`config.mk`:
```
export PLATFORM = sky130hd
export DESIGN_NAME = wkt_auto_wakeup
export DESIGN_NICKNAME = d
export VERILOG_FILES = /design/src/wkt_pkg.sv /design/src/wkt_cnt_if.sv /design/src/wkt_auto_wakeup.sv /design/src/wkt_delay_counter.sv
export SDC_FILE = /design/constraint.sdc
export NUM_CORES = 1
export LEC_CHECK = 0
export BUFFER_PORTS_ARGS = -buffer_cell sky130_fd_sc_hd__buf_2
export CORE_MARGIN = 1
export CORE_UTILIZATION = 55
export CTS_CLUSTER_SIZE = 24
export DETAILED_ROUTE_END_ITERATION = 6
export GPL_ROUTABILITY_DRIVEN = 0
export PLACE_DENSITY = 0.91
export SLEW_MARGIN = 0
export SYNTH_ARGS = -nofsm -noshare
export SYNTH_HDL_FRONTEND = slang
export SYNTH_SLANG_ARGS = --single-unit
export TNS_END_PERCENT = 100
```
`constraint.sdc`:
```
create_clock -name pclk -period 5.2 [get_ports pclk]
set_clock_uncertainty 0.15 [all_clocks]
set_input_delay 0.52 -clock pclk [delete_from_list [all_inputs] [get_ports pclk]]
set_output_delay 0.52 -clock pclk [all_outputs]
set_load 0.005 [all_outputs]
```
`src/wkt_pkg.sv`:
```
/*
  Package for the timed halt wake-up block: register indices, byte addresses,
  field positions, reset values, divider figures and the mode encoding.
  Assumes a 32-bit APB bus with one aligned word per register.
*/
package wkt_pkg;

  // ****************************************************************
  // Register map
  // ****************************************************************
  // Printed offsets are register indices; the byte address is four times that.
  localparam logic [7:0] CSR_INDEX = 8'h2b;
  localparam logic [7:0] PRESC_INDEX = 8'h2c;
  localparam logic [9:0] CSR_ADDR = {CSR_INDEX, 2'b00};
  localparam logic [9:0] PRESC_ADDR = {PRESC_INDEX, 2'b00};
  localparam int ADDR_W = 10;

  // Control/status fields.
  localparam int CSR_ENABLE_BIT = 0;
  localparam int CSR_MEASURE_BIT = 1;
  localparam int CSR_FLAG_BIT = 2;

  // Reset values and the forbidden prescaler value.
  localparam logic [7:0] CSR_RESET = 8'h00;
  localparam logic [7:0] PRESC_RESET = 8'hff;
  localparam logic [7:0] PRESC_FORBIDDEN = 8'h00;

  // ****************************************************************
  // Timing
  // ****************************************************************
  // Fixed divider ahead of the prescaler, in RC periods.
  localparam int FIXED_DIV = 64;
  localparam int FIXED_DIV_W = $clog2(FIXED_DIV);
  localparam logic [FIXED_DIV_W-1:0] FIXED_DIV_LAST = FIXED_DIV_W'(FIXED_DIV - 1);
  // Main oscillator stabilisation, in CPU cycles.
  localparam int STAB_SHORT_CYC = 256;
  localparam int STAB_LONG_CYC = 4096;
  localparam int STAB_W = 12;
  localparam logic [STAB_W-1:0] STAB_SHORT_LAST = STAB_W'(STAB_SHORT_CYC - 1);
  localparam logic [STAB_W-1:0] STAB_LONG_LAST = STAB_W'(STAB_LONG_CYC - 1);

  // Interrupt mask level forced on halt entry.
  localparam logic [1:0] HALT_MASK_LEVEL = 2'b10;

  // ****************************************************************
  // Power mode states
  // ****************************************************************
  typedef enum logic [4:0] {
    ST_RUN = 5'b00001,
    ST_HALT = 5'b00010,
    ST_ACTIVE_HALT = 5'b00100,
    ST_TIMED_HALT = 5'b01000,
    ST_STABILISE = 5'b10000
  } wkt_state_e;

endpackage

```
`src/wkt_cnt_if.sv`:
```
/*
  Interface joining the mode controller to the wake-up delay counter.
  Assumes both ends run on the same clock.
*/
interface wkt_cnt_if;
  logic restart;
  logic count_en;
  logic rc_level;
  logic [7:0] presc;
  logic expired;

  modport ctrl (output restart, output count_en, output rc_level, output presc,
                input expired);
  modport cnt (input restart, input count_en, input rc_level, input presc,
               output expired);
endinterface

```
`src/wkt_auto_wakeup.sv`:
```
/*
  Timed halt wake-up unit: APB registers, power mode controller for the
  halt instruction, RC oscillator control, measurement routing and main
  oscillator stabilisation.
  Assumes the CPU pulses halt_exec for one cycle and that pclk keeps running
  in this model while the chip is notionally halted.
*/
// Design decision made here: the APB slave port.
module wkt_auto_wakeup (
  input wire logic pclk,
  input wire logic presetn,
  input wire logic psel,
  input wire logic penable,
  input wire logic pwrite,
  input wire logic [wkt_pkg::ADDR_W-1:0] paddr,
  input wire logic [31:0] pwdata,
  output logic [31:0] prdata,
  output logic pready,
  output logic pslverr,
  input wire logic halt_exec,
  input wire logic oscillator_irq_enable,
  input wire logic watchdog_active,
  input wire logic watchdog_halt_option,
  input wire logic stab_long_sel,
  input wire logic irq_pending,
  input wire logic halt_exit_irq,
  input wire logic realtime_irq,
  input wire logic rc_osc_clk,
  input wire logic rc_osc_ready,
  output logic rc_osc_enable,
  output logic timer_capture_input_one,
  output logic main_osc_enable,
  output logic periph_clk_enable,
  output logic realtime_counter_run,
  output logic wakeup_irq,
  output logic mask_force,
  output logic [1:0] interrupt_mask_level,
  output logic watchdog_reset_req,
  output logic cpu_resume
);

  // ****************************************************************
  // Register bus
  // ****************************************************************

  logic enable_r, enable_nxt;
  logic measure_r, measure_nxt;
  logic flag_r, flag_nxt;
  logic [7:0] presc_r, presc_nxt;
  logic [31:0] rdata_r, rdata_nxt;
  logic err_r, err_nxt;
  logic setup_phase;
  logic access_done;
  logic hit_csr;
  logic hit_presc;
  logic wake_event;

  wkt_cnt_if cnt_bus ();

  // Address decode.
  function automatic logic [1:0] decode(input logic [wkt_pkg::ADDR_W-1:0] a);
    decode = {a == wkt_pkg::PRESC_ADDR, a == wkt_pkg::CSR_ADDR};
  endfunction

  assign setup_phase = psel && !penable;
  assign access_done = psel && penable;
  assign {hit_presc, hit_csr} = decode(paddr);
  assign wake_event = cnt_bus.expired;

  // Read data and the error answer are prepared in the setup cycle, so
  // every access completes in its first access cycle.
  always_comb
  begin
    rdata_nxt = rdata_r;
    err_nxt = err_r;
    if (setup_phase)
    begin
      rdata_nxt = 32'h0000_0000;
      err_nxt = !(hit_csr || hit_presc);
      if (hit_csr)
      begin
        rdata_nxt[wkt_pkg::CSR_ENABLE_BIT] = enable_r;
        rdata_nxt[wkt_pkg::CSR_MEASURE_BIT] = measure_r;
        rdata_nxt[wkt_pkg::CSR_FLAG_BIT] = flag_r;
      end
      if (hit_presc)
      begin
        rdata_nxt[7:0] = presc_r;
      end
    end
  end

  // Software-owned bits, the prescaler and the hardware wake flag.
  always_comb
  begin
    enable_nxt = enable_r;
    measure_nxt = measure_r;
    presc_nxt = presc_r;
    flag_nxt = flag_r;
    if (access_done && pwrite && hit_csr)
    begin
      enable_nxt = pwdata[wkt_pkg::CSR_ENABLE_BIT];
      measure_nxt = pwdata[wkt_pkg::CSR_MEASURE_BIT];
    end
    if (access_done && pwrite && hit_presc && pwdata[7:0] != wkt_pkg::PRESC_FORBIDDEN)
    begin
      presc_nxt = pwdata[7:0];
    end
    if (access_done && !pwrite && hit_csr)
    begin
      flag_nxt = 1'b0;
    end
    // A wake event in the clearing cycle is kept.
    if (wake_event)
    begin
      flag_nxt = 1'b1;
    end
  end

  // Register bank.
  always_ff @(posedge pclk or negedge presetn)
  begin
    if (!presetn)
    begin
      enable_r <= wkt_pkg::CSR_RESET[wkt_pkg::CSR_ENABLE_BIT];
      measure_r <= wkt_pkg::CSR_RESET[wkt_pkg::CSR_MEASURE_BIT];
      flag_r <= wkt_pkg::CSR_RESET[wkt_pkg::CSR_FLAG_BIT];
      presc_r <= wkt_pkg::PRESC_RESET;
      rdata_r <= 32'h0000_0000;
      err_r <= 1'b0;
    end
    else
    begin
      enable_r <= enable_nxt;
      measure_r <= measure_nxt;
      flag_r <= flag_nxt;
      presc_r <= presc_nxt;
      rdata_r <= rdata_nxt;
      err_r <= err_nxt;
    end
  end

  assign pready = 1'b1;
  assign prdata = rdata_r;
  assign pslverr = access_done && err_r;
  assign wakeup_irq = flag_r;

  // ****************************************************************
  // Power mode controller
  // ****************************************************************

  wkt_pkg::wkt_state_e state_r, state_nxt;
  logic [wkt_pkg::STAB_W-1:0] stab_r, stab_nxt;
  logic stab_long_r, stab_long_nxt;
  logic mask_force_r, mask_force_nxt;
  logic wdg_rst_r, wdg_rst_nxt;
  logic resume_r, resume_nxt;
  logic restart_nxt;
  logic restart_r;

  // Mode transitions for the halt instruction and its exits.
  always_comb
  begin
    state_nxt = state_r;
    stab_nxt = stab_r;
    stab_long_nxt = stab_long_r;
    mask_force_nxt = 1'b0;
    wdg_rst_nxt = 1'b0;
    resume_nxt = 1'b0;
    restart_nxt = 1'b0;
    unique case (state_r)
      wkt_pkg::ST_RUN:
      begin
        if (halt_exec)
        begin
          if (oscillator_irq_enable)
          begin
            state_nxt = wkt_pkg::ST_ACTIVE_HALT;
            mask_force_nxt = 1'b1;
          end
          else if (watchdog_active && !watchdog_halt_option)
          begin
            wdg_rst_nxt = 1'b1;
          end
          else if (enable_r)
          begin
            state_nxt = wkt_pkg::ST_TIMED_HALT;
            mask_force_nxt = 1'b1;
            restart_nxt = 1'b1;
          end
          else
          begin
            state_nxt = wkt_pkg::ST_HALT;
            mask_force_nxt = 1'b1;
          end
        end
      end
      wkt_pkg::ST_HALT:
      begin
        if (halt_exit_irq || irq_pending)
        begin
          state_nxt = wkt_pkg::ST_STABILISE;
        end
      end
      wkt_pkg::ST_TIMED_HALT:
      begin
        // Pending interrupts leave at once once the mask is opened.
        if (wake_event || halt_exit_irq || irq_pending)
        begin
          state_nxt = wkt_pkg::ST_STABILISE;
        end
      end
      wkt_pkg::ST_ACTIVE_HALT:
      begin
        // The main oscillator never stopped, so no stabilisation follows.
        if (realtime_irq || halt_exit_irq || irq_pending)
        begin
          state_nxt = wkt_pkg::ST_RUN;
          resume_nxt = 1'b1;
        end
      end
      wkt_pkg::ST_STABILISE:
      begin
        if (stab_r == (stab_long_r ? wkt_pkg::STAB_LONG_LAST : wkt_pkg::STAB_SHORT_LAST))
        begin
          state_nxt = wkt_pkg::ST_RUN;
          resume_nxt = 1'b1;
        end
        else
        begin
          stab_nxt = stab_r + 1'b1;
        end
      end
      default:
      begin
        state_nxt = wkt_pkg::ST_RUN;
      end
    endcase
    if (state_nxt == wkt_pkg::ST_STABILISE && state_r != wkt_pkg::ST_STABILISE)
    begin
      stab_nxt = '0;
      stab_long_nxt = stab_long_sel;
    end
  end

  // Mode registers.
  always_ff @(posedge pclk or negedge presetn)
  begin
    if (!presetn)
    begin
      state_r <= wkt_pkg::ST_RUN;
      stab_r <= '0;
      stab_long_r <= 1'b0;
      mask_force_r <= 1'b0;
      wdg_rst_r <= 1'b0;
      resume_r <= 1'b0;
      restart_r <= 1'b0;
    end
    else
    begin
      state_r <= state_nxt;
      stab_r <= stab_nxt;
      stab_long_r <= stab_long_nxt;
      mask_force_r <= mask_force_nxt;
      wdg_rst_r <= wdg_rst_nxt;
      resume_r <= resume_nxt;
      restart_r <= restart_nxt;
    end
  end

  assign mask_force = mask_force_r;
  assign interrupt_mask_level = wkt_pkg::HALT_MASK_LEVEL;
  assign watchdog_reset_req = wdg_rst_r;
  assign cpu_resume = resume_r;

  // ****************************************************************
  // Clock and oscillator control
  // ****************************************************************

  logic rc_en_r, rc_en_nxt;
  logic cap_r, cap_nxt;
  logic main_osc_r, main_osc_nxt;
  logic periph_r, periph_nxt;
  logic rtc_r, rtc_nxt;

  // Oscillator enables follow the next mode so they switch with it.
  always_comb
  begin
    rc_en_nxt = measure_r || state_nxt == wkt_pkg::ST_TIMED_HALT;
    cap_nxt = measure_r && rc_osc_clk;
    main_osc_nxt = state_nxt == wkt_pkg::ST_RUN || state_nxt == wkt_pkg::ST_STABILISE
                   || state_nxt == wkt_pkg::ST_ACTIVE_HALT;
    periph_nxt = state_nxt == wkt_pkg::ST_RUN;
    rtc_nxt = state_nxt != wkt_pkg::ST_HALT && state_nxt != wkt_pkg::ST_TIMED_HALT
              && state_nxt != wkt_pkg::ST_STABILISE;
  end

  // Oscillator control registers.
  always_ff @(posedge pclk or negedge presetn)
  begin
    if (!presetn)
    begin
      rc_en_r <= 1'b0;
      cap_r <= 1'b0;
      main_osc_r <= 1'b1;
      periph_r <= 1'b1;
      rtc_r <= 1'b1;
    end
    else
    begin
      rc_en_r <= rc_en_nxt;
      cap_r <= cap_nxt;
      main_osc_r <= main_osc_nxt;
      periph_r <= periph_nxt;
      rtc_r <= rtc_nxt;
    end
  end

  assign rc_osc_enable = rc_en_r;
  assign timer_capture_input_one = cap_r;
  assign main_osc_enable = main_osc_r;
  assign periph_clk_enable = periph_r;
  assign realtime_counter_run = rtc_r;

  // ****************************************************************
  // Delay counter
  // ****************************************************************

  // Counting waits for the RC start-up, which adds its time to the delay.
  assign cnt_bus.restart = restart_r;
  assign cnt_bus.count_en = state_r == wkt_pkg::ST_TIMED_HALT && rc_osc_ready;
  assign cnt_bus.rc_level = rc_osc_clk;
  assign cnt_bus.presc = presc_r;

  wkt_delay_counter u_delay (
    .pclk(pclk),
    .presetn(presetn),
    .bus(cnt_bus)
  );

endmodule

```
`src/wkt_delay_counter.sv`:
```
/*
  Wake-up delay counter: counts rising edges of the RC oscillator through a
  fixed divide-by-64 stage and the sampled prescaler factor.
  Assumes the RC level is synchronous to pclk and at least two pclk periods
  per phase.
*/
module wkt_delay_counter (
  input wire logic pclk,
  input wire logic presetn,
  wkt_cnt_if.cnt bus
);

  logic rc_prev_r, rc_prev_nxt;
  logic [wkt_pkg::FIXED_DIV_W-1:0] div_r, div_nxt;
  logic [7:0] pre_r, pre_nxt;
  logic [7:0] factor_r, factor_nxt;
  logic expired_r, expired_nxt;

  assign bus.expired = expired_r;

  // Next-state: restart samples the factor and clears both stages.
  always_comb
  begin
    rc_prev_nxt = bus.rc_level;
    div_nxt = div_r;
    pre_nxt = pre_r;
    factor_nxt = factor_r;
    expired_nxt = 1'b0;
    if (bus.restart)
    begin
      div_nxt = '0;
      pre_nxt = '0;
      factor_nxt = bus.presc;
    end
    else if (bus.count_en && bus.rc_level && !rc_prev_r)
    begin
      div_nxt = div_r + 1'b1;
      if (div_r == wkt_pkg::FIXED_DIV_LAST)
      begin
        pre_nxt = pre_r + 8'h01;
        // Delay is 64 times the factor in RC periods.
        if (pre_r + 8'h01 == factor_r)
        begin
          expired_nxt = 1'b1;
          pre_nxt = '0;
        end
      end
    end
  end

  // Registers of the counter.
  always_ff @(posedge pclk or negedge presetn)
  begin
    if (!presetn)
    begin
      rc_prev_r <= 1'b0;
      div_r <= '0;
      pre_r <= '0;
      factor_r <= wkt_pkg::PRESC_RESET;
      expired_r <= 1'b0;
    end
    else
    begin
      rc_prev_r <= rc_prev_nxt;
      div_r <= div_nxt;
      pre_r <= pre_nxt;
      factor_r <= factor_nxt;
      expired_r <= expired_nxt;
    end
  end

endmodule

```
==> impl_metrics.csv, run 1 <==
group,metric,value,unit
final_layout,syn_to_final_growth,10.6,%
grt,groute.layer.met3.usage,5.84,%
grt,antenna_found_initial,0,
cts,clock_latency,350,ps
critical_path,critPathRequiredTime,5240,ps
cts,clock_path_buffers,2,
final_layout,nets,487,
yosys,synth_top_family_by_area,"simple AND/OR/NAND/NOR gates",
cts,cts_tree,"done",
power,p_leak,2.02,nW
floorplan,die-area,0.00728,sq mm
route,wl,7.65,mm
cts,postCtsHoldBufs,0,
yosys,synth_top_flop_cell,"dfrtp_1",
grt,grt-ovfl-total,0,
route,wire_per_inst,15.0,um
route,final_antenna_net_count,0,
yosys,synth_seq_area_share,47.2,%
yosys,syn_area,0.00382,sq mm
grt,grt_max_degree,72,
grt,met2_usage,40.2,%
final_layout,final_cells,509,
floorplan,num_rows,29,
critical_path,cp-start-kind,"flop",
floorplan,start_util,58.4,%
floorplan,die-width,85.3,um
route,drt_iter0_markers,130,
grt,grtUsageMet1,25.5,%
route,drc,0,
yosys,synth_simple_gate_area_share,22.8,%
sta,worst_pin_slew,861,ps
yosys,synth_compound_area_share,10.7,%
final_layout,nFillCells,505,
cts,clk_pin_slew_worst_paths,70,ps
sta,hold_viol,0,
sta,fin_crit,2410,ps
cts,numCtsBuffers,9,
cts,htree_levels,3,
job,max-cap-violations,0,
placed_design,portBuffers,50,
critical_path,r2r_setup_slack,2790,ps
cts,cts_root_buf,"clkbuf_8",
critical_path,end_kind,"flop",
route,vias,2922,
yosys,synth-async-reset-ratio,100,%
final_layout,regArea,0.00180,sq mm
sta,setup_viol,0,
run_status,status,"completed",
yosys,synth_top_area_share,33.4,%
yosys,synthTopCellsByArea,"dfrtp_1 (33%), dfstp_2 (14%), buf_4 (5.7%), mux2_2 (5.3%), nand2_1 (3.1%)",
route,routed_via_density,5.74,
sta,slew_viol_final,0,
power,vdd_drop_max,0.000241,V
yosys,synth_edf_count,0,
hold_path,min_path_type,"in -> reg",
floorplan,core_region_area,0.00653,sq mm
yosys,yosys_warnings,0,
cts,postCtsSetupBuffers,0,
final_layout,multi_input_area,0.00181,sq mm
critical_path,cp_max_fo,9,
floorplan,die_h,85.3,um
placed_design,dp_hpwl,5.37,mm
yosys,synth_xor_area_share,3.67,%
sta,tns,0,ps
critical_path,crit_type,"reg -> reg",
cts,clock-sinks,71,
grt,grt_pass1_vias,2879,
sta,slew-limit-headroom,42.6,%
yosys,muxShareOfSynthArea,6.62,%
grt,grt_pass1_wl,12.8,mm
floorplan,boundaryPins,102,
yosys,yosys.cell_types.count,61,
grt,grt_use_total,22.4,%
final_layout,layout-drive-gt1-share,28.0,%
critical_path,worst_ep_arrival_time,2440,ps
grt,gr-max-usage-layer,"met2",
sta,timing.final.crit_share,46.3,%
yosys,syn_inst,380,
sta,fmax,416,MHz
yosys,synthAdderAreaFrac,0.983,%
final_layout,antenna_cells,0,
cts,ctsResizeCount,0,
placed_design,dp.cells,493,
yosys,avgSynthCellArea,10.0,sq um
power,powerDensity,320,mW/mm^2
yosys,synth_top_cell_by_area,"dfrtp_1",
yosys,ys_seq_elements,71,
route,firstDrtPassIters,4,
sta,rsz0062_at_grt,"no",
==> cells in the final DEF, fill, tap and decap left out, types with 3 or more instances in the layout <==
cell | Yosys | routed
nand2b_1 | 10 | 10
and3_1 | 8 | 8
inv_1 | 8 | 8
mux2_2 | 18 | 18
nor2_1 | 31 | 31
ha_1 | 3 | 3
nand3_1 | 15 | 15
a221oi_1 | 3 | 3
nor3b_1 | 3 | 3
o22ai_1 | 7 | 7
xor2_1 | 7 | 7
a21oi_1 | 19 | 19
o2111ai_1 | 3 | 3
nor3_1 | 10 | 10
dfstp_2 | 20 | 20
or3_1 | 6 | 6
nand4_1 | 3 | 3
nor2b_1 | 3 | 3
conb_1 | 2 | 27
nand2_1 | 32 | 32
or2_2 | 5 | 5
nor4_1 | 7 | 7
mux2i_1 | 5 | 5
clkbuf_8 | 0 | 9
and2_1 | 7 | 7
buf_2 | 6 | 50
dfrtp_1 | 51 | 51
o21ai_0 | 8 | 8
xnor2_1 | 9 | 9
==> critical path: stages, from the launching register on <==
cell and delay (ps):
dfrtp_1 440, ha_1 360, xnor2_1 150, o2111ai_1 140
nor4_1 350, nand4_2 290, o2111ai_1 270, a21oi_1 100
==> flip-flops by register name (all words and copies together), names as in the netlist, 5 cells and up <==
| name | cells |
|---|---|
| cnt_bus.presc | 8 |
| prdata | 8 |
| stab_r | 12 |
| state_r | 5 |
| u_delay.div_r | 6 |
| u_delay.factor_r | 8 |
| u_delay.pre_r | 8 |
==> cell type report <==
| class | instances | area share [%] |
|---|---|---|
| Clock buffer | 9 | 2.93 |
| Clock inverter | 7 | 2.28 |
| Inverter | 8 | 0.711 |
| Multi-Input combinational cell | 285 | 42.8 |
| Sequential cell | 71 | 42.7 |
| Tap cell | 77 | 2.28 |
| Timing Repair Buffer | 52 | 6.28 |
==> final timing paths <==
| kind | from | endpoint | cells past startpoint |
|---|---|---|---|
| hold reg to reg | prdata[6] | prdata[6] | 2 |
| hold / removal | rc_osc_clk | u_delay.rc_prev_r | 1 |
| setup / recovery | u_delay.pre_r[0] | u_delay.pre_r[1] | 7 |
| min in group asynchronous | presetn | prdata[5] | 2 |
| max in group asynchronous | presetn | stab_r[8] | 2 |
| setup reg to reg | u_delay.pre_r[0] | u_delay.pre_r[1] | 7 |
==> through the flow <==
step	area (sq um)	power [mW]	setup slack, ps	hold slack, ps	util (%)
after CTS	4220	1.36	2790	133	64.7
final	4220	1.35	2790	148	64.7
after floorplan	3910	0.806	3110	74.4	-
after detailed placement	4000	0.869	2740	305	61.3
after global placement	4000	0.856	2830	297	61.3
after global routing	4220	1.41	2580	133	64.7
==> report_power, final <==
group,internal (mW),switching (mW)
registers,0.625,0.0564
clock network,0.272,0.216
logic,0.0848,0.0965
total,0.981,0.369
==> kinds of logic (layout without fill, tap and decap cells) <==
| kind of cell | count (synthesis) | in the layout |
|---|---|---|
| AOI/OAI and AO/OA | 60 | 60 |
| other | 2 | 27 |
| buffers and inverters | 49 | 76 |
| muxes | 23 | 23 |
| adders and majority gates | 3 | 3 |
| xor gates and xnor gates | 16 | 16 |
| and+or+nand+nor | 156 | 156 |
| DFF | 71 | 71 |
==> synthesized netlist by cell type (all sizes together), types with 6 or more instances <==
master	instances
dfrtp	51
buf	38
nand2	33
nor2	31
dfstp	20
a21oi	19
mux2	18
nand3	15
nor3	11
nand2b	10
o21ai	9
xnor2	9
and3	8
inv	8
nor4	8
and2	7
o22ai	7
or2	7
xor2	7
or3	6
==> layer usage <==
metal	wire length, um	vias to the layer above
met5	0	-
li1	-	1380
met3	338	16
met2	4110	78
met4	107	0
met1	3100	1448
(Power assumes the default switching activity.)
==> run 2, diff against run 1 <==
Settings changed: CORE_UTILIZATION 55 to 48, PLACE_DENSITY 0.91 to 0.85.
Clock period 5.2 ns to 2 ns, I/O delays scaled along.
==> impl_metrics.csv, run 2 (synthesized netlist as in run 1, its figures left out) <==
group,metric,value,unit
cts,clock-sinks,71,
critical_path,cp-start-kind,"flop",
sta,fmax,456,MHz
route,routed_via_density,5.47,
cts,numCtsBuffers,9,
sta,setup_viol,9,
hold_path,hold_depth,3,
sta,rsz0062_at_grt,"yes",
power,p_leak,2.35,nW
grt,grt_use_total,23.0,%
critical_path,worst_ep_arrival_time,2230,ps
final_layout,syn_to_final_growth,30.8,%
cts,cts_tree,"done",
grt,grt_max_degree,30,
floorplan,boundaryPins,102,
route,vias,3253,
cts,htree_levels,3,
final_layout,fin_area,0.00499,sq mm
sta,hold_viol,0,
floorplan,start_util,49.4,%
critical_path,crit_type,"reg -> reg",
sta,slew-limit-headroom,42.2,%
placed_design,portBuffers,50,
placed_design,dp_hpwl,6.12,mm
run_status,violations,"negative setup slack",
grt,grt-ovfl-total,0,
cts,cts_root_buf,"clkbuf_8",
cts,clk_pin_slew_worst_paths,80,ps
final_layout,layout-drive-gt1-share,40.2,%
job,max-cap-violations,0,
floorplan,num_rows,32,
route,final_antenna_net_count,0,
power,powerDensity,713,mW/mm^2
final_layout,layout_commonest_cell,"buf_2",
final_layout,nets,548,
route,firstDrtPassIters,4,
floorplan,core_region_area,0.00773,sq mm
hold_path,min_path_type,"in -> reg",
critical_path,cp_max_fo,6,
critical_path,end_kind,"flop",
grt,grt_pass1_vias,3237,
route,drc,0,
power,finalPower,3.56,mW
floorplan,die-area,0.00831,sq mm
sta,worst_pin_slew,866,ps
floorplan,die_h,91.2,um
grt,grt_pass1_wl,15.2,mm
cts,clock_latency,350,ps
floorplan,die-width,91.2,um
sta,holdWs,24.6,ps
final_layout,largest_reg_flops,12,
final_layout,final_cell_mix,"buf_2 (50), dfrtp_1 (49), buf_4 (44)",
critical_path,critPathRequiredTime,2040,ps
sta,timing.final.crit_share,110,%
critical_path,r2r.worst_path.cells,7,
sta,slew_viol_final,0,
placed_design,placedInstanceArea,0.00439,sq mm
sta,tns,-1320,ps
final_layout,antenna_cells,0,
final_layout,regMostFlops,"stab_r",
route,drt_iter0_markers,107,
cts,clock_path_buffers,2,
route,wl,9.31,mm
route,wire_per_inst,15.6,um
sta,fin_crit,2200,ps
run_status,status,"finished with violations",
grt,antenna_found_initial,0,
power,vdd_drop_max,0.000775,V
sta,fin_ws,-195,ps
[run 2: cell count changes in the layout (fill, tap and decap cells not counted), moves of 3 or more]
cell	before	now
or2_2	5	2
nor4_1	7	4
or2_4	0	4
dlygate4sd3_1	0	14
buf_4	2	44
[run 2: final timing paths]
| path | to | from | slack, ps |
|---|---|---|---|
| max reg2reg | u_delay.pre_r[2] | u_delay.pre_r[0] | -200 |
| min | watchdog_reset_req | watchdog_active | 20 |
| min in group asynchronous | measure_r | presetn | 240 |
| max | u_delay.pre_r[2] | u_delay.pre_r[0] | -200 |
| min reg2reg | prdata[5] | prdata[5] | 320 |
| max in group asynchronous | main_osc_enable | presetn | 840 |
[run 2: per-stage QoR]
stage	cells	setup WS [ps]	utilization, %
5_1_grt	595	-271	64.6
2_1_floorplan	405	5.99	-
3_5_place_dp	559	-205	56.8
6_report	595	-195	64.6
3_3_place_gp	559	-140	56.8
4_1_cts	592	-202	61.9
[run 2: area by class of cell]
class	instances	area, sq um
clock buffer	10	138
sequential	71	1800
multi-input combinational	286	2070
timing repair buffer	112	783
inverter	8	30.0
clock inverter	6	36.3
fill	577	2730
tap	102	128
[run 2: power by group]
part | internal [mW] | switching [mW]
registers | 1.63 | 0.160
clock network | 0.477 | 0.550
logic | 0.396 | 0.354
[run 2: worst max-delay path: stages (launching register included)]
cell      delay, ps
dfrtp_1         410
ha_4            190
nand2b_1        180
o211a_1         180
nor4_4          320
nand4_1         280
o22ai_1         240
a21oi_1          90
[run 2: layer usage]
| metal | vias to the layer above | track usage [%] | wire length (um) |
|---|---|---|---|
| li1 | 1514 | - | - |
| met1 | 1610 | 27.1 | 3640 |
| met2 | 105 | 40.5 | 5060 |
| met3 | 24 | 5.19 | 372 |
| met4 | 0 | 8.99 | 240 |
| met5 | - | 0 | 0 |
[run 2: timing repair]
item,in CTS,in global routing
cloned,1,0
endpoints found under the setup margin,15,26
setup buffers,2,3
pin swaps,10,16
hold endpoints to repair,32,0
hold buffers,14,0
resized for setup,13,32
==> run 3, diff against run 2 <==
Settings changed: CORE_UTILIZATION 48 to 44, MAX_ROUTING_LAYER set to met4, PLACE_DENSITY 0.85 to 0.79.
==> impl_metrics.csv, run 3 (synthesized netlist as in run 1, its figures left out) <==
group,metric,value,unit
critical_path,critPathSlowestCell,"dfrtp_2",
floorplan,start_util,46.0,%
grt,antenna_found_initial,0,
grt,grt_use_total,23.6,%
run_status,violations,"negative setup slack",
sta,setup_viol,13,
grt,grt_pass1_vias,3418,
final_layout,multi_input_area,0.00214,sq mm
route,wl,10.6,mm
route,vias,3367,
final_layout,layout-drive-gt1-share,44.4,%
critical_path,end_kind,"flop",
hold_path,min_path_type,"in -> reg",
grt,grt_pass1_wl,15.7,mm
final_layout,antenna_cells,0,
critical_path,crit_type,"reg -> reg",
sta,fin_ws,-94.5,ps
grt,grt_max_degree,64,
cts,clock-sinks,71,
final_layout,nets,559,
critical_path,cp_max_fo,7,
cts,clock_path_buffers,2,
sta,fin_crit,2090,ps
route,routed_via_density,5.53,
final_layout,regArea,0.00181,sq mm
final_layout,largest_reg_flops,12,
floorplan,die-width,95.1,um
critical_path,crit_family,"simple AND/OR/NAND/NOR gates",
route,drt_iter0_markers,164,
critical_path,worst_ep_arrival_time,2210,ps
floorplan,boundaryPins,102,
critical_path,cp-start-kind,"flop",
critical_path,cpPeakStageDelay,470,ps
cts,cts_tree,"done",
cts,clk_pin_slew_worst_paths,80,ps
run_status,status,"finished with violations",
critical_path,cp_num_buf_inv,1,
sta,timing.final.crit_share,105,%
final_layout,regMostFlops,"stab_r",
power,p_leak,2.44,nW
sta,holdWs,20.5,ps
grt,grt-ovfl-total,0,
sta,slew-limit-headroom,37.2,%
floorplan,die-area,0.00905,sq mm
sta,tns,-623,ps
cts,numCtsBuffers,9,
floorplan,die_h,95.1,um
cts,htree_levels,3,
critical_path,critPathRequiredTime,2110,ps
placed_design,dp_hpwl,6.19,mm
sta,rsz0062_at_grt,"yes",
sta,hold_viol,0,
final_layout,layout_commonest_cell,"buf_4",
power,powerDensity,757,mW/mm^2
final_layout,nFillCells,601,
floorplan,core_region_area,0.00830,sq mm
placed_design,portBuffers,50,
floorplan,num_rows,33,
job,max-cap-violations,0,
critical_path,path_cells,"nor4_4 > and3_1 > buf_6 > nand4_4 > nor4_2 > o22ai_2 > a21oi_2",
sta,fmax,477,MHz
power,vdd_drop_max,0.000716,V
final_layout,final_cell_mix,"buf_4 (51), buf_2 (50), dfrtp_1 (48)",
route,wire_per_inst,17.4,um
final_layout,syn_to_final_growth,36.3,%
route,firstDrtPassIters,4,
route,drc,0,
sta,worst_pin_slew,942,ps
cts,cts_root_buf,"clkbuf_8",
sta,slew_viol_final,0,
route,final_antenna_net_count,0,
cts,clock_latency,350,ps
[run 3: cell count changes in the layout (fill, tap and decap cells not counted), sizes merged]
cell      before  now
buf           98  108
clkinv         5    1
bufinv         0    2
clkbuf        10   11
clkinvlp       1    2
o2bb2ai        2    3
[run 3: worst paths after layout]
path                            start                 to  slack [ps]  depth (start not counted)
setup reg to reg           state_r[1]   u_delay.pre_r[5]         -90                          7
max in group asynchronous     presetn  periph_clk_enable         970                          3
setup / recovery           state_r[1]   u_delay.pre_r[5]         -90                          7
hold reg to reg             prdata[4]          prdata[4]         320                          2
hold / removal                 pwrite         wakeup_irq          20                          3
min in group asynchronous     presetn          prdata[6]          90                          2
[run 3: metrics by stage]
| stage | area, sq um | util [%] | power (mW) | std cells | setup WS, ps |
|---|---|---|---|---|---|
| finish | 5200 | 62.7 | 3.94 | 609 | -94.5 |
| global route | 5200 | 62.7 | 4.09 | 609 | -175 |
| CTS | 4910 | 59.2 | 3.72 | 600 | -72.2 |
| detailed placement | 4360 | 52.6 | 2.34 | 560 | -194 |
| global placement | 4360 | 52.6 | 2.30 | 560 | -134 |
| floorplan | 3930 | - | 2.10 | 405 | 5.99 |
[run 3: area by class of cell]
type                            count  share of cell area [%]
Multi-Input combinational cell    287                    41.2
Sequential cell                    71                    34.7
Timing Repair Buffer              122                    16.5
Clock buffer                       11                    2.91
Tap cell                          105                    2.53
Clock inverter                      5                    1.54
Inverter                            8                   0.577
[run 3: tightest hold or removal path: cells and delay by family]
kind / cells / cell delay (ps)
buffers and inverters: 1 / 80
AND/OR/NAND/NOR: 1 / 100
AO/OA/AOI/OAI: 1 / 110
[run 3: where the power goes]
group          internal, mW  leakage [nW]  switching, mW
registers              1.63         0.893          0.167
clock network         0.768         0.112          0.559
logic                 0.436          1.44          0.382
total                  2.83          2.44           1.11
[run 3: what timing repair did]
action                     CTS  global route
setup endpoints to repair   13            24
pin swaps                   11            15
setup buffers                9             8
gates resized for setup     18            45
hold endpoints to repair    66             0
gates cloned                 1             1
hold buffers                14             0
[run 3: layer usage]
layer | track usage, % | vias up | share of wire, %
li1 | - | 1534 | -
met1 | 24.1 | 1642 | 36
met2 | 43.0 | 145 | 54
met3 | 5.42 | 46 | 5.2
met4 | 10.2 | 0 | 4.1
met5 | - | - | 0
